### src/osc_pkg.sv
// Purpose: shared constants for the internal oscillator clock switch
// Assumes: one 25 MHz system clock; oscillators modelled as enable pulses
// Notes:   frequency codes, reset values and timing counts live here
package osc_pkg;

  // ************************************************************
  // frequency select codes
  // ************************************************************
  localparam logic [2:0] FSEL_31K   = 3'h0;
  localparam logic [2:0] FSEL_125K  = 3'h1;
  localparam logic [2:0] FSEL_4M    = 3'h6;
  localparam logic [2:0] FSEL_8M    = 3'h7;
  localparam logic [2:0] FSEL_RESET = FSEL_4M;

  // ************************************************************
  // timing
  // ************************************************************
  localparam int SYS_CLK_HZ     = 25000000;
  localparam int HF_OSC_HZ      = 8000000;
  localparam int LF_OSC_HZ      = 31000;
  // half periods in system cycles, rounded down, at least one
  localparam int HF_HALF_CYC    = SYS_CLK_HZ / (2 * HF_OSC_HZ);
  localparam int LF_HALF_CYC    = SYS_CLK_HZ / (2 * LF_OSC_HZ);
  localparam int OST_CYCLES     = 1024;
  // start-up delays in oscillator half periods
  localparam int HF_START_HALFS = 16;
  localparam int LF_START_HALFS = 4;
  localparam int CNT_W          = 16;

  typedef enum logic [1:0] {
    SRC_INT,
    SRC_EXT
  } sys_src_t;

endpackage : osc_pkg

### src/osc_src_if.sv
// Purpose: carrier between oscillator models and the switch logic
// Assumes: one clock domain
// Notes:   each oscillator reports its level, its edges and stability
`timescale 1ns/1ps
interface osc_src_if;
  logic run;      // request the oscillator to run
  logic level;    // current oscillator output level
  logic rise;     // one-cycle pulse on rising edge
  logic fall;     // one-cycle pulse on falling edge
  logic stable;   // start-up delay is over

  modport osc (input run, output level, rise, fall, stable);
  modport user (output run, input level, rise, fall, stable);
endinterface : osc_src_if

### src/int_osc.sv
// Purpose: internal oscillator model driven from the system clock
// Assumes: the oscillator is an ideal divider of sys_clk
// Notes:   stable rises after START_HALFS half periods of running
`timescale 1ns/1ps
module int_osc
  import osc_pkg::*;
#(
  parameter int HALF_CYC    = 1,   // system cycles per half period
  parameter int START_HALFS = 4    // half periods before stable
) (
  input  wire logic sys_clk,       // system clock
  input  wire logic rst_n,         // synchronous reset, active low
  osc_src_if.osc    o              // oscillator side
);

  logic [CNT_W-1:0] div_r;
  logic [CNT_W-1:0] start_r;
  logic             lvl_r;
  logic             tick;

  assign tick = o.run && (div_r == CNT_W'(HALF_CYC - 1));

  always_ff @(posedge sys_clk) begin
    if (!rst_n || !o.run || tick) begin
      div_r <= '0;
    end else begin
      div_r <= div_r + 1'b1;
    end
  end

  // a stopped oscillator parks low
  always_ff @(posedge sys_clk) begin
    if (!rst_n || !o.run) begin
      lvl_r <= 1'b0;
    end else if (tick) begin
      lvl_r <= ~lvl_r;
    end
  end

  always_ff @(posedge sys_clk) begin
    if (!rst_n || !o.run) begin
      start_r <= '0;
    end else if (tick && start_r != CNT_W'(START_HALFS)) begin
      start_r <= start_r + 1'b1;
    end
  end

  assign o.level  = lvl_r;
  assign o.rise   = tick && !lvl_r;
  assign o.fall   = tick && lvl_r;
  assign o.stable = (start_r == CNT_W'(START_HALFS));

endmodule : int_osc

### src/clk_switch.sv
// Purpose: internal clock selection, glitch-free switching, two-speed
//          start-up to an external crystal clock
// Assumes: inputs synchronous to sys_clk; ext_clk_in sampled as a level
// Notes:   the clock output is a register toggled from oscillator edges, or copying the sampled external level
`timescale 1ns/1ps
module clk_switch
  import osc_pkg::*;
(
  input  wire logic       sys_clk,            // system clock, 25 MHz
  input  wire logic       rst_n,              // sync reset, active low
  input  wire logic       wake_start,         // power-on or wake pulse
  input  wire logic [2:0] freq_sel_wr_data,   // new frequency select
  input  wire logic       freq_sel_wr,        // write strobe for select
  input  wire logic       system_clock_select,// 1: internal clock
  input  wire logic       two_speed_startup_enable, // two-speed on
  input  wire logic       ext_crystal_cfg,    // external crystal mode
  input  wire logic       power_up_timer_en,  // power-up timer on
  input  wire logic       watchdog_timer_en,  // watchdog on
  input  wire logic       fail_safe_clock_monitor_en, // monitor on
  input  wire logic       ext_clk_in,         // external clock level
  output logic            clock_output_pin,   // switched clock out
  output logic [2:0]      internal_freq_select, // select readback
  output logic            low_freq_stable,    // low osc stable status
  output logic            high_freq_stable,   // high osc stable status
  output logic            external_clock_running, // on external clock
  output logic            low_freq_timebase,  // 31 kHz timer clock
  output logic            switch_busy         // switch in progress
);

  // ************************************************************
  // oscillators
  // ************************************************************
  osc_src_if hf_if ();
  osc_src_if lf_if ();

  int_osc #(
    .HALF_CYC    (HF_HALF_CYC),
    .START_HALFS (HF_START_HALFS)
  ) u_hf (
    .sys_clk (sys_clk),
    .rst_n   (rst_n),
    .o       (hf_if)
  );

  int_osc #(
    .HALF_CYC    (LF_HALF_CYC),
    .START_HALFS (LF_START_HALFS)
  ) u_lf (
    .sys_clk (sys_clk),
    .rst_n   (rst_n),
    .o       (lf_if)
  );

  // ************************************************************
  // state
  // ************************************************************
  typedef enum logic [2:0] {
    ST_RUN,
    ST_START_WAIT,
    ST_OLD_FALL,
    ST_NEW_RISE,
    ST_EXT_FALL
  } sw_state_t;

  sw_state_t        st_r;
  logic [2:0]       sel_r;       // requested select
  logic [2:0]       cur_r;       // select now connected
  logic [5:0]       div_r;       // postscaler counter
  logic             clk_r;
  logic             lts_r;
  logic             hts_r;
  logic             ext_run_r;
  logic             ext_q_r;
  logic             ts_active_r;
  logic             ost_done_r;
  logic [10:0]      ost_cnt_r;
  sys_src_t         src_r;
  logic             busy_r;
  logic             lf_tb_r;

  function automatic logic is_lf(input logic [2:0] code);
    return code == FSEL_31K;
  endfunction : is_lf

  // postscaler ratio: 111 is /1, 110 /2 ... 001 /64
  function automatic logic [2:0] post_shift(input logic [2:0] code);
    return 3'h7 - code;
  endfunction : post_shift

  // ************************************************************
  // oscillator enables
  // ************************************************************
  logic lf_need;
  logic hf_need;

  assign lf_need = (is_lf(sel_r) && system_clock_select)
                 || (two_speed_startup_enable && is_lf(sel_r))
                 || is_lf(cur_r)
                 || power_up_timer_en || watchdog_timer_en
                 || fail_safe_clock_monitor_en;
  // high oscillator kept only while a postscaled code is used
  assign hf_need = !is_lf(sel_r) || !is_lf(cur_r);

  assign lf_if.run = lf_need;
  assign hf_if.run = hf_need;

  // postscaled internal clock edges
  logic [2:0] shift_c;
  logic       post_edge;
  logic       new_edge_r;   // rising edge of the requested clock
  logic       cur_fall;
  logic       new_rise;

  assign shift_c   = post_shift(cur_r);
  assign post_edge = hf_if.rise || hf_if.fall;

  // postscaler toggles on 2^shift oscillator half periods
  // cleared while the oscillator is stopped: a restart must keep even
  // counts on rising edges, or a postscaled new-rise never comes
  always_ff @(posedge sys_clk) begin
    if (!rst_n || !hf_if.run) begin
      div_r <= 6'h00;
    end else if (post_edge) begin
      div_r <= div_r + 6'h01;
    end
  end

  function automatic logic pscale_edge(input logic [2:0] sh,
                                        input logic [5:0] cnt);
    logic [6:0] mask;
    mask = 7'((7'h01 << sh) - 7'h01);
    return ({1'b0, cnt} & mask) == 7'h00;
  endfunction : pscale_edge

  // ************************************************************
  // clock output
  // ************************************************************
  logic int_toggle;
  assign int_toggle = is_lf(cur_r) ? (lf_if.rise || lf_if.fall)
                    : (post_edge && pscale_edge(shift_c, div_r));
  assign cur_fall   = int_toggle && clk_r;
  assign new_rise   = is_lf(sel_r) ? lf_if.rise
                    : (hf_if.rise && pscale_edge(post_shift(sel_r), div_r));

  // glitch-free output: low while waiting for the new clock
  always_ff @(posedge sys_clk) begin
    if (!rst_n) begin
      clk_r <= 1'b0;
    end else if (src_r == SRC_EXT) begin
      clk_r <= ext_in_lvl();
    end else begin
      case (st_r)
        ST_RUN, ST_START_WAIT, ST_OLD_FALL: begin
          if (int_toggle) clk_r <= ~clk_r;
        end
        ST_NEW_RISE: clk_r <= new_rise;
        ST_EXT_FALL: clk_r <= 1'b0;
        default:     clk_r <= 1'b0;
      endcase
    end
  end

  function automatic logic ext_in_lvl();
    return ext_q_r;
  endfunction : ext_in_lvl

  // ************************************************************
  // switch sequencer
  // ************************************************************
  logic target_stable;
  assign target_stable = is_lf(sel_r) ? lf_if.stable : hf_if.stable;

  always_ff @(posedge sys_clk) begin
    if (!rst_n) begin
      sel_r <= FSEL_RESET;
    end else if (freq_sel_wr) begin
      sel_r <= freq_sel_wr_data;
    end
  end

  always_ff @(posedge sys_clk) begin
    if (!rst_n) begin
      st_r  <= ST_RUN;
      cur_r <= FSEL_RESET;
      lts_r <= 1'b0;
      hts_r <= 1'b0;
    end else begin
      case (st_r)
        ST_RUN: begin
          if (sel_r != cur_r) begin
            // switches between two postscaled codes skip the start-up wait
            if (!is_lf(sel_r) && !is_lf(cur_r)) st_r <= ST_OLD_FALL;
            else st_r <= ST_START_WAIT;
          end else begin
            lts_r <= lf_if.stable && is_lf(cur_r);
            hts_r <= hf_if.stable && !is_lf(cur_r);
          end
        end
        // start target and wait out its delay
        ST_START_WAIT: if (target_stable) st_r <= ST_OLD_FALL;
        ST_OLD_FALL: if (cur_fall) st_r <= ST_NEW_RISE;
        ST_NEW_RISE: begin
          if (new_rise) begin
            cur_r <= sel_r;
            lts_r <= is_lf(sel_r) && lf_if.stable;
            hts_r <= !is_lf(sel_r) && hf_if.stable;
            st_r  <= ST_RUN;
          end
        end
        default: st_r <= ST_RUN;
      endcase
    end
  end

  // ************************************************************
  // two-speed start-up
  // ************************************************************
  logic ext_fall;
  always_ff @(posedge sys_clk) begin
    if (!rst_n) ext_q_r <= 1'b0;
    else        ext_q_r <= ext_clk_in;
  end
  assign ext_fall = ext_q_r && !ext_clk_in;

  // start on the internal clock after wake
  always_ff @(posedge sys_clk) begin
    if (!rst_n) begin
      ts_active_r <= 1'b0;
    end else if (wake_start && two_speed_startup_enable
                 && ext_crystal_cfg) begin
      ts_active_r <= 1'b1;
    end else if (src_r == SRC_EXT) begin
      ts_active_r <= 1'b0;
    end
  end

  always_ff @(posedge sys_clk) begin
    if (!rst_n || wake_start) begin
      ost_cnt_r  <= '0;
      ost_done_r <= 1'b0;
    end else if (ts_active_r && !ext_q_r && ext_clk_in && !ost_done_r) begin
      ost_cnt_r <= ost_cnt_r + 11'h001;
      if (ost_cnt_r == 11'(OST_CYCLES - 1)) ost_done_r <= 1'b1;
    end
  end

  always_ff @(posedge sys_clk) begin
    if (!rst_n || wake_start) begin
      ext_run_r <= 1'b0;
      src_r     <= SRC_INT;
    end else if (ts_active_r && ost_done_r) begin
      if (!ext_run_r && cur_fall) ext_run_r <= 1'b1;
      if (ext_run_r && ext_fall) src_r <= SRC_EXT;
    end
  end

  // ************************************************************
  // status and time base
  // ************************************************************
  always_ff @(posedge sys_clk) begin
    if (!rst_n) begin
      busy_r  <= 1'b0;
      lf_tb_r <= 1'b0;
    end else begin
      busy_r  <= (st_r != ST_RUN) || (sel_r != cur_r);
      lf_tb_r <= lf_if.level;
    end
  end

  assign low_freq_stable        = lts_r;
  assign high_freq_stable       = hts_r;
  assign external_clock_running = ext_run_r;
  assign clock_output_pin       = clk_r;
  assign internal_freq_select   = sel_r;
  assign low_freq_timebase      = lf_tb_r;
  assign switch_busy            = busy_r;

endmodule : clk_switch

### config.mk
export PLATFORM = sky130hd
export DESIGN_NAME = clk_switch
export DESIGN_NICKNAME = d
export VERILOG_FILES = /design/src/osc_pkg.sv /design/src/osc_src_if.sv /design/src/int_osc.sv /design/src/clk_switch.sv
export SDC_FILE = /design/constraint.sdc
export NUM_CORES = 1
export LEC_CHECK = 0
export BUFFER_PORTS_ARGS = -buffer_cell sky130_fd_sc_hd__clkbuf_2
export CORE_ASPECT_RATIO = 1.25
export CORE_MARGIN = 5
export CORE_UTILIZATION = 60
export CTS_CLUSTER_DIAMETER = 80
export DETAILED_ROUTE_END_ITERATION = 10
export PLACE_DENSITY = 0.81
export SYNTH_ARGS = -nofsm -noshare
export SYNTH_HDL_FRONTEND = slang
export SYNTH_SLANG_ARGS = --single-unit
### constraint.sdc
create_clock -name sys_clk -period 7.55 [get_ports sys_clk]
set_input_delay 0.3775 -clock sys_clk [delete_from_list [all_inputs] [get_ports sys_clk]]
set_output_delay 0.3775 -clock sys_clk [all_outputs]
set_load 0.005 [all_outputs]
======== Yosys cells after proc, flatten, opt, wreduce, memory -nomap -nowiden ========
Cells that the tools add are included.
operators by class
  muxes and demuxes ....................... 20
  reductions and logical operators ........ 68
  eq/ne operators ......................... 16
  bitwise logic cells ..................... 5
  shift operators ......................... 2
  add/sub/neg operators ................... 10
operator list
  kind                                                     number
  adder 16 x 1 -> 16 bit (second input constant)           4
  logical AND 1 bit                                        27
  equality test 16 x 3 -> 1 bit (second input constant)    1
  equality test 16 x 5 -> 1 bit (second input constant)    1
  equality test 16 x 9 -> 1 bit (second input constant)    1
  logical NOT 16 bit                                       1
  inequality test 16 x 3 -> 1 bit (second input constant)  1
  inequality test 16 x 5 -> 1 bit (second input constant)  1
  bitwise AND 6 x 7 -> 7 bit                               2
  logical NOT 7 bit                                        2
  logical OR 1 bit                                         14
  << shifter 1 x 3 -> 7 bit (first input constant)         2
  subtractor 7 x 1 -> 7 bit (second input constant)        2
  2-to-1 mux 3 bit                                         4
  one-hot mux 3 bit (4 select lines)                       1
  adder 11 x 1 -> 11 bit (second input constant)           1
  equality test 11 x 10 -> 1 bit (second input constant)   1
  logical NOT 1 bit                                        11
  2-to-1 mux 1 bit                                         11
  inequality test 2 bit (second input constant)            5
  logical NOT 3 bit                                        3
  AND reduction 2 bit                                      4
  adder 6 x 1 -> 6 bit (second input constant)             1
  equality test 3 x 2 -> 1 bit (second input constant)     2
  other kinds (12)                                         18
word-level totals
  bits in registers ....................... 102
  output and inout port bits .............. 9
  input bits .............................. 14

======== Longest topological paths before layout ========
  word-level depth ........................ 14
  gate-level depth with buffers ........... 10
  mapped depth without buffers ............ 9

======== Modules after synthesis ========
Synthesis repeated with hierarchy kept, for this count alone.
unflattened totals
  cells, all modules ...................... 608
  area total of the unflattened synthesis .. 5351.4 µm²
modules (own cells, without submodules)
  module          instances  area each (µm²)  cells each
  clk_switch      1          1949.4           229
  int_osc (u_hf)  1          1767.9           200
  int_osc (u_lf)  1          1634.1           179

======== Worst setup path after synthesis ========
OpenSTA, ideal clock, no wires.
  path kind ............................... register to register
  start point ............................. reg sel_r[2], in the netlist internal_freq_select[2]
  end point ............................... reg cur_r[0]
  setup slack ............................. 4.941 ns
  data arrival time ....................... 2.493 ns
  buffers on the path ..................... 1
  period minus slack after synthesis ...... 2.609 ns
  stages on the path, launching flop included .. 11
  setup time .............................. 0.116 ns
  data required time ...................... 7.434 ns
  path through ............................ dfxtp_1 -> clkbuf_1 -> nand2_1 -> or2_2 -> ha_1 -> and2_1 -> a221oi_1 -> o2111ai_1 -> o32ai_4 -> mux2i_1 -> nor2b_1
between the ends
  cells in the longest elaborated chain, start to end .. 11
  elaborated cells on any way between the ends .. 22
RTL lines
  item                                                               RTL line           source
  start, declared                                                    clk_switch.sv:66   logic [2:0] sel_r;
  start signal, assigned                                             clk_switch.sv:177  sel_r <= freq_sel_wr_data;
  branches (longest 9 deep; another with subtractor 7 x 1 -> 7 bit)  --
  2-to-1 mux 1 bit (*)                                               clk_switch.sv:142  assign new_rise = is_lf(sel_r) ? lf_if.rise
  AND reduction 2 bit (no line) (*)                                  --
  end signal, assigned                                               clk_switch.sv:204  cur_r <= sel_r;
  end, declared                                                      clk_switch.sv:67   logic [2:0] cur_r;
Every way passes the cells marked *.
A chain may end at the register's enable or synchronous reset.

======== Worst setup path in the final report ========
Ends and elaborated chain as after synthesis.

==> results.sh <==
export IMPL_power_density_nw_per_um2=188
export IMPL_status="finished, final reports clean"
export IMPL_grt_pass1_vias=3997
export IMPL_postRouteAntennaNets=0
export IMPL_r2r_end="cur_r[0]$_SDFFE_PN0P_"
export IMPL_use_met2_pct=37.0
export IMPL_dieWidth_um=92.4
export IMPL_switchingPower_mw=0.272
export IMPL_fillers=675
export IMPL_path_clk_slew_ns=0.10
export IMPL_crit_family="compound AO/OA/AOI/OAI gates"
export IMPL_nets=640
export IMPL_grtUsageTotal_pct=19.8
export IMPL_pwr_share_clk_pct=34.2
export IMPL_path_buf_inv=0
export IMPL_grt_use_met3_pct=3.52
export IMPL_syn_instance_count=597
export IMPL_antenna_found_initial=0
export IMPL_htree_levels=3
export IMPL_coreArea_um2=8290
export IMPL_numCtsBuffers=9
export IMPL_crit_chain="nand2_1, or2_2, ha_1, and2_1, a221oi_1, o2111ai_1, o32ai_4, mux2i_1, nor2b_1"
export IMPL_multiInputGateArea_um2=2870
export IMPL_layout_common_cells="dfxtp_1 (101), nor2_1 (90), nand2_1 (47)"
export IMPL_fp_dieH_um=113
export IMPL_drt_total_wl_um=10100
export IMPL_required_ns=7.80
export IMPL_worst_setup_path_end_kind="register"
export IMPL_rr_worst_depth=9
export IMPL_fin_util_pct=65.6
export IMPL_top_usage_layer="met2"
export IMPL_slowest_delay_ns=0.59
export IMPL_period_minus_slack_ns=2.80
export IMPL_async_flop_share_pct=0
export IMPL_whs_ns=0.233
export IMPL_overflow=0
export IMPL_syn_area_per_cell_um2=8.53
export IMPL_gp_congestion=0.905
export IMPL_p_comb_share_pct=10.6
export IMPL_post_cts_buffers=0
export IMPL_synth_seq_area_share_pct=39.7
export IMPL_synth_area_leaders="dfxtp_1 (40%), xnor2_1 (6.9%), nor2_1 (6.6%), xor2_1 (4.3%), ha_1 (3.9%)"
export IMPL_hold_path_end="internal_freq_select[1]$_SDFFE_PN1P_"
export IMPL_synth_edf_count=0
export IMPL_slew_headroom_pct=50.2
export IMPL_insertion_delay_ns=0.36
export IMPL_syn_area_um2=5090
export IMPL_hold_start="freq_sel_wr_data[1]"
export IMPL_finalSetupTns_ns=0
export IMPL_slew_viol_final=0
export IMPL_finClkSkew_ns=0.0111
export IMPL_synthesis_nets=627
export IMPL_syn_to_final_growth_pct=6.73
export IMPL_fmax_ghz=0.357
export IMPL_synth_main_ff_cell="dfxtp_1"
export IMPL_via_per_inst=5.82
export IMPL_drcViolationCount=0
export IMPL_dpl_hpwl_um=7240
export IMPL_critical_path_arrival_ns=3.05
export IMPL_start_util_pct=61.5
export IMPL_grt_max_degree=27
export IMPL_ys_ff_latch=101
export IMPL_maxCapViolCount=0
export IMPL_crit_fanout=14
export IMPL_ctsHoldBuffers=0
export IMPL_clockBufferDepth=2
export IMPL_setup_viol=0
export IMPL_cts_resized_gates=0
export IMPL_tightestPinTransition_ns=0.745
export IMPL_register_area_um2=2020
export IMPL_drive_gt1_share_pct=9.11
export IMPL_synth_cell_type_count=64
export IMPL_vias=4145
export IMPL_p_int_mw=0.750
export IMPL_post_route_period_util_pct=37.2
export IMPL_r2r_setup_slack_ns=4.75
export IMPL_die_area_um2=10400
export IMPL_use_met1_pct=22.4
export IMPL_p_leak_nw=1.91
export IMPL_whs_path_depth=3
export IMPL_hold_path_class="input port to register"
export IMPL_drt_iter0_drc=192
export IMPL_swShare_pct=26.6
export IMPL_vdd_drop_max_v=0.000114
export IMPL_io_buffer_count=22
export IMPL_grt_first_pass_wirelength_um=17400
export IMPL_power_frac_seq_pct=55.2
export IMPL_worstReg2RegStart="internal_freq_select[2]$_SDFFE_PN1P_"
export IMPL_clock_root_buffer="clkbuf_8"
export IMPL_start_kind="register"
export IMPL_core_rowCount=37
export IMPL_rsz0062_at_grt="no"
export IMPL_cts_tree="built"
export IMPL_hold_violations=0
export IMPL_final_common_cell="dfxtp_1"
export IMPL_diodes=0
export IMPL_wire_per_inst_um=14.2
export IMPL_synth_warning_count=0
export IMPL_synth_top_area_cell="dfxtp_1"
export IMPL_io_pins=23
export IMPL_criticalPathCategory="register to register"
export IMPL_yosysTopAreaCellShare_pct=39.7
export IMPL_crit_slowest_cell="dfxtp_1"
export IMPL_cts_sinks=101
export IMPL_drt_pass1_iterations=4
==> synthesized netlist by cell type, types with 6 or more instances <==
cell / instances
nand4_1: 18
nand2_1: 47
xnor2_1: 40
nor3_1: 19
buf_2: 6
inv_1: 30
or3_1: 18
nand3_1: 30
clkbuf_1: 10
xor2_1: 25
nor2_1: 90
o21ai_0: 20
a21oi_1: 21
nor4b_1: 6
mux2i_1: 10
and3_1: 11
ha_1: 16
dfxtp_1: 101
==> worst max-delay path by stage <==
stage,from,end,slack [ns],cells past startpoint
4_1_cts,internal_freq_select[2]$_SDFFE_PN1P_,cur_r[0]$_SDFFE_PN0P_,4.74,9
6_report,internal_freq_select[2]$_SDFFE_PN1P_,cur_r[0]$_SDFFE_PN0P_,4.75,9
2_1_floorplan,internal_freq_select[2]$_SDFFE_PN1P_,cur_r[0]$_SDFFE_PN0P_,4.94,10
5_1_grt,internal_freq_select[2]$_SDFFE_PN1P_,low_freq_stable$_SDFFE_PN0P_,4.51,9
3_5_place_dp,internal_freq_select[2]$_SDFFE_PN1P_,cur_r[0]$_SDFFE_PN0P_,4.76,9
3_3_place_gp,internal_freq_select[2]$_SDFFE_PN1P_,cur_r[0]$_SDFFE_PN0P_,4.94,9
==> registers in the layout, indices dropped and copies added, names as in the netlist, 2 cells and up <==
| name | flops |
|---|---|
| internal_freq_select | 3 |
| cur_r | 3 |
| u_hf.div_r | 16 |
| st_r | 2 |
| ost_cnt_r | 11 |
| u_lf.div_r | 16 |
| div_r | 6 |
| u_lf.start_r | 16 |
| u_hf.start_r | 16 |
==> worst min-delay path, cell delays in order <==
cell,delay (ns)
clkbuf_2,0.07
nand2_1,0.04
o211ai_1,0.06
==> per-stage QoR <==
step           worst slack [ns]  cell area (µm²)  total power [mW]  instances
6_report                   4.75             5440              1.02        712
5_1_grt                    4.51             5440              1.06        712
4_1_cts                    4.74             5440              1.03        712
3_5_place_dp               4.76             5230             0.683        696
3_3_place_gp               4.94             5230             0.676        696
2_1_floorplan              4.94             5090             0.655        597
==> area by class of cell <==
cell class | instances | area share [%]
inverter | 30 | 2.07
clock inverter | 7 | 1.50
sequential | 101 | 37.2
tap | 97 | 2.23
timing repair buffer | 22 | 2.03
clock buffer | 9 | 2.28
multi-input combinational | 446 | 52.7
==> metal layers <==
metal,routed length [µm],vias up
li1,-,2100
met1,4240,1952
met2,5390,78
met3,310,15
met4,193,0
met5,0,-
==> power by group through the flow <==
| stage | sequential, mW | combinational [mW] | clock (mW) |
|---|---|---|---|
| after floorplan | 0.569 | 0.0861 | 0 |
| after global placement | 0.575 | 0.102 | 0 |
| after detailed placement | 0.577 | 0.106 | 0 |
| after CTS | 0.564 | 0.107 | 0.356 |
| after global routing | 0.567 | 0.119 | 0.378 |
| final | 0.565 | 0.108 | 0.349 |
==> cells by family after synthesis <==
logic type,after synthesis,share of synthesized area [%]
AND/OR/NAND/NOR,280,29.0
flip-flops,101,39.7
AO/OA/AOI/OAI,74,9.92
XOR/XNOR,65,11.2
buffers and inverters,50,4.05
adder cells (fa/ha/maj),16,3.93
multiplexers,11,2.19
Power figures use the tool's default switching activity.
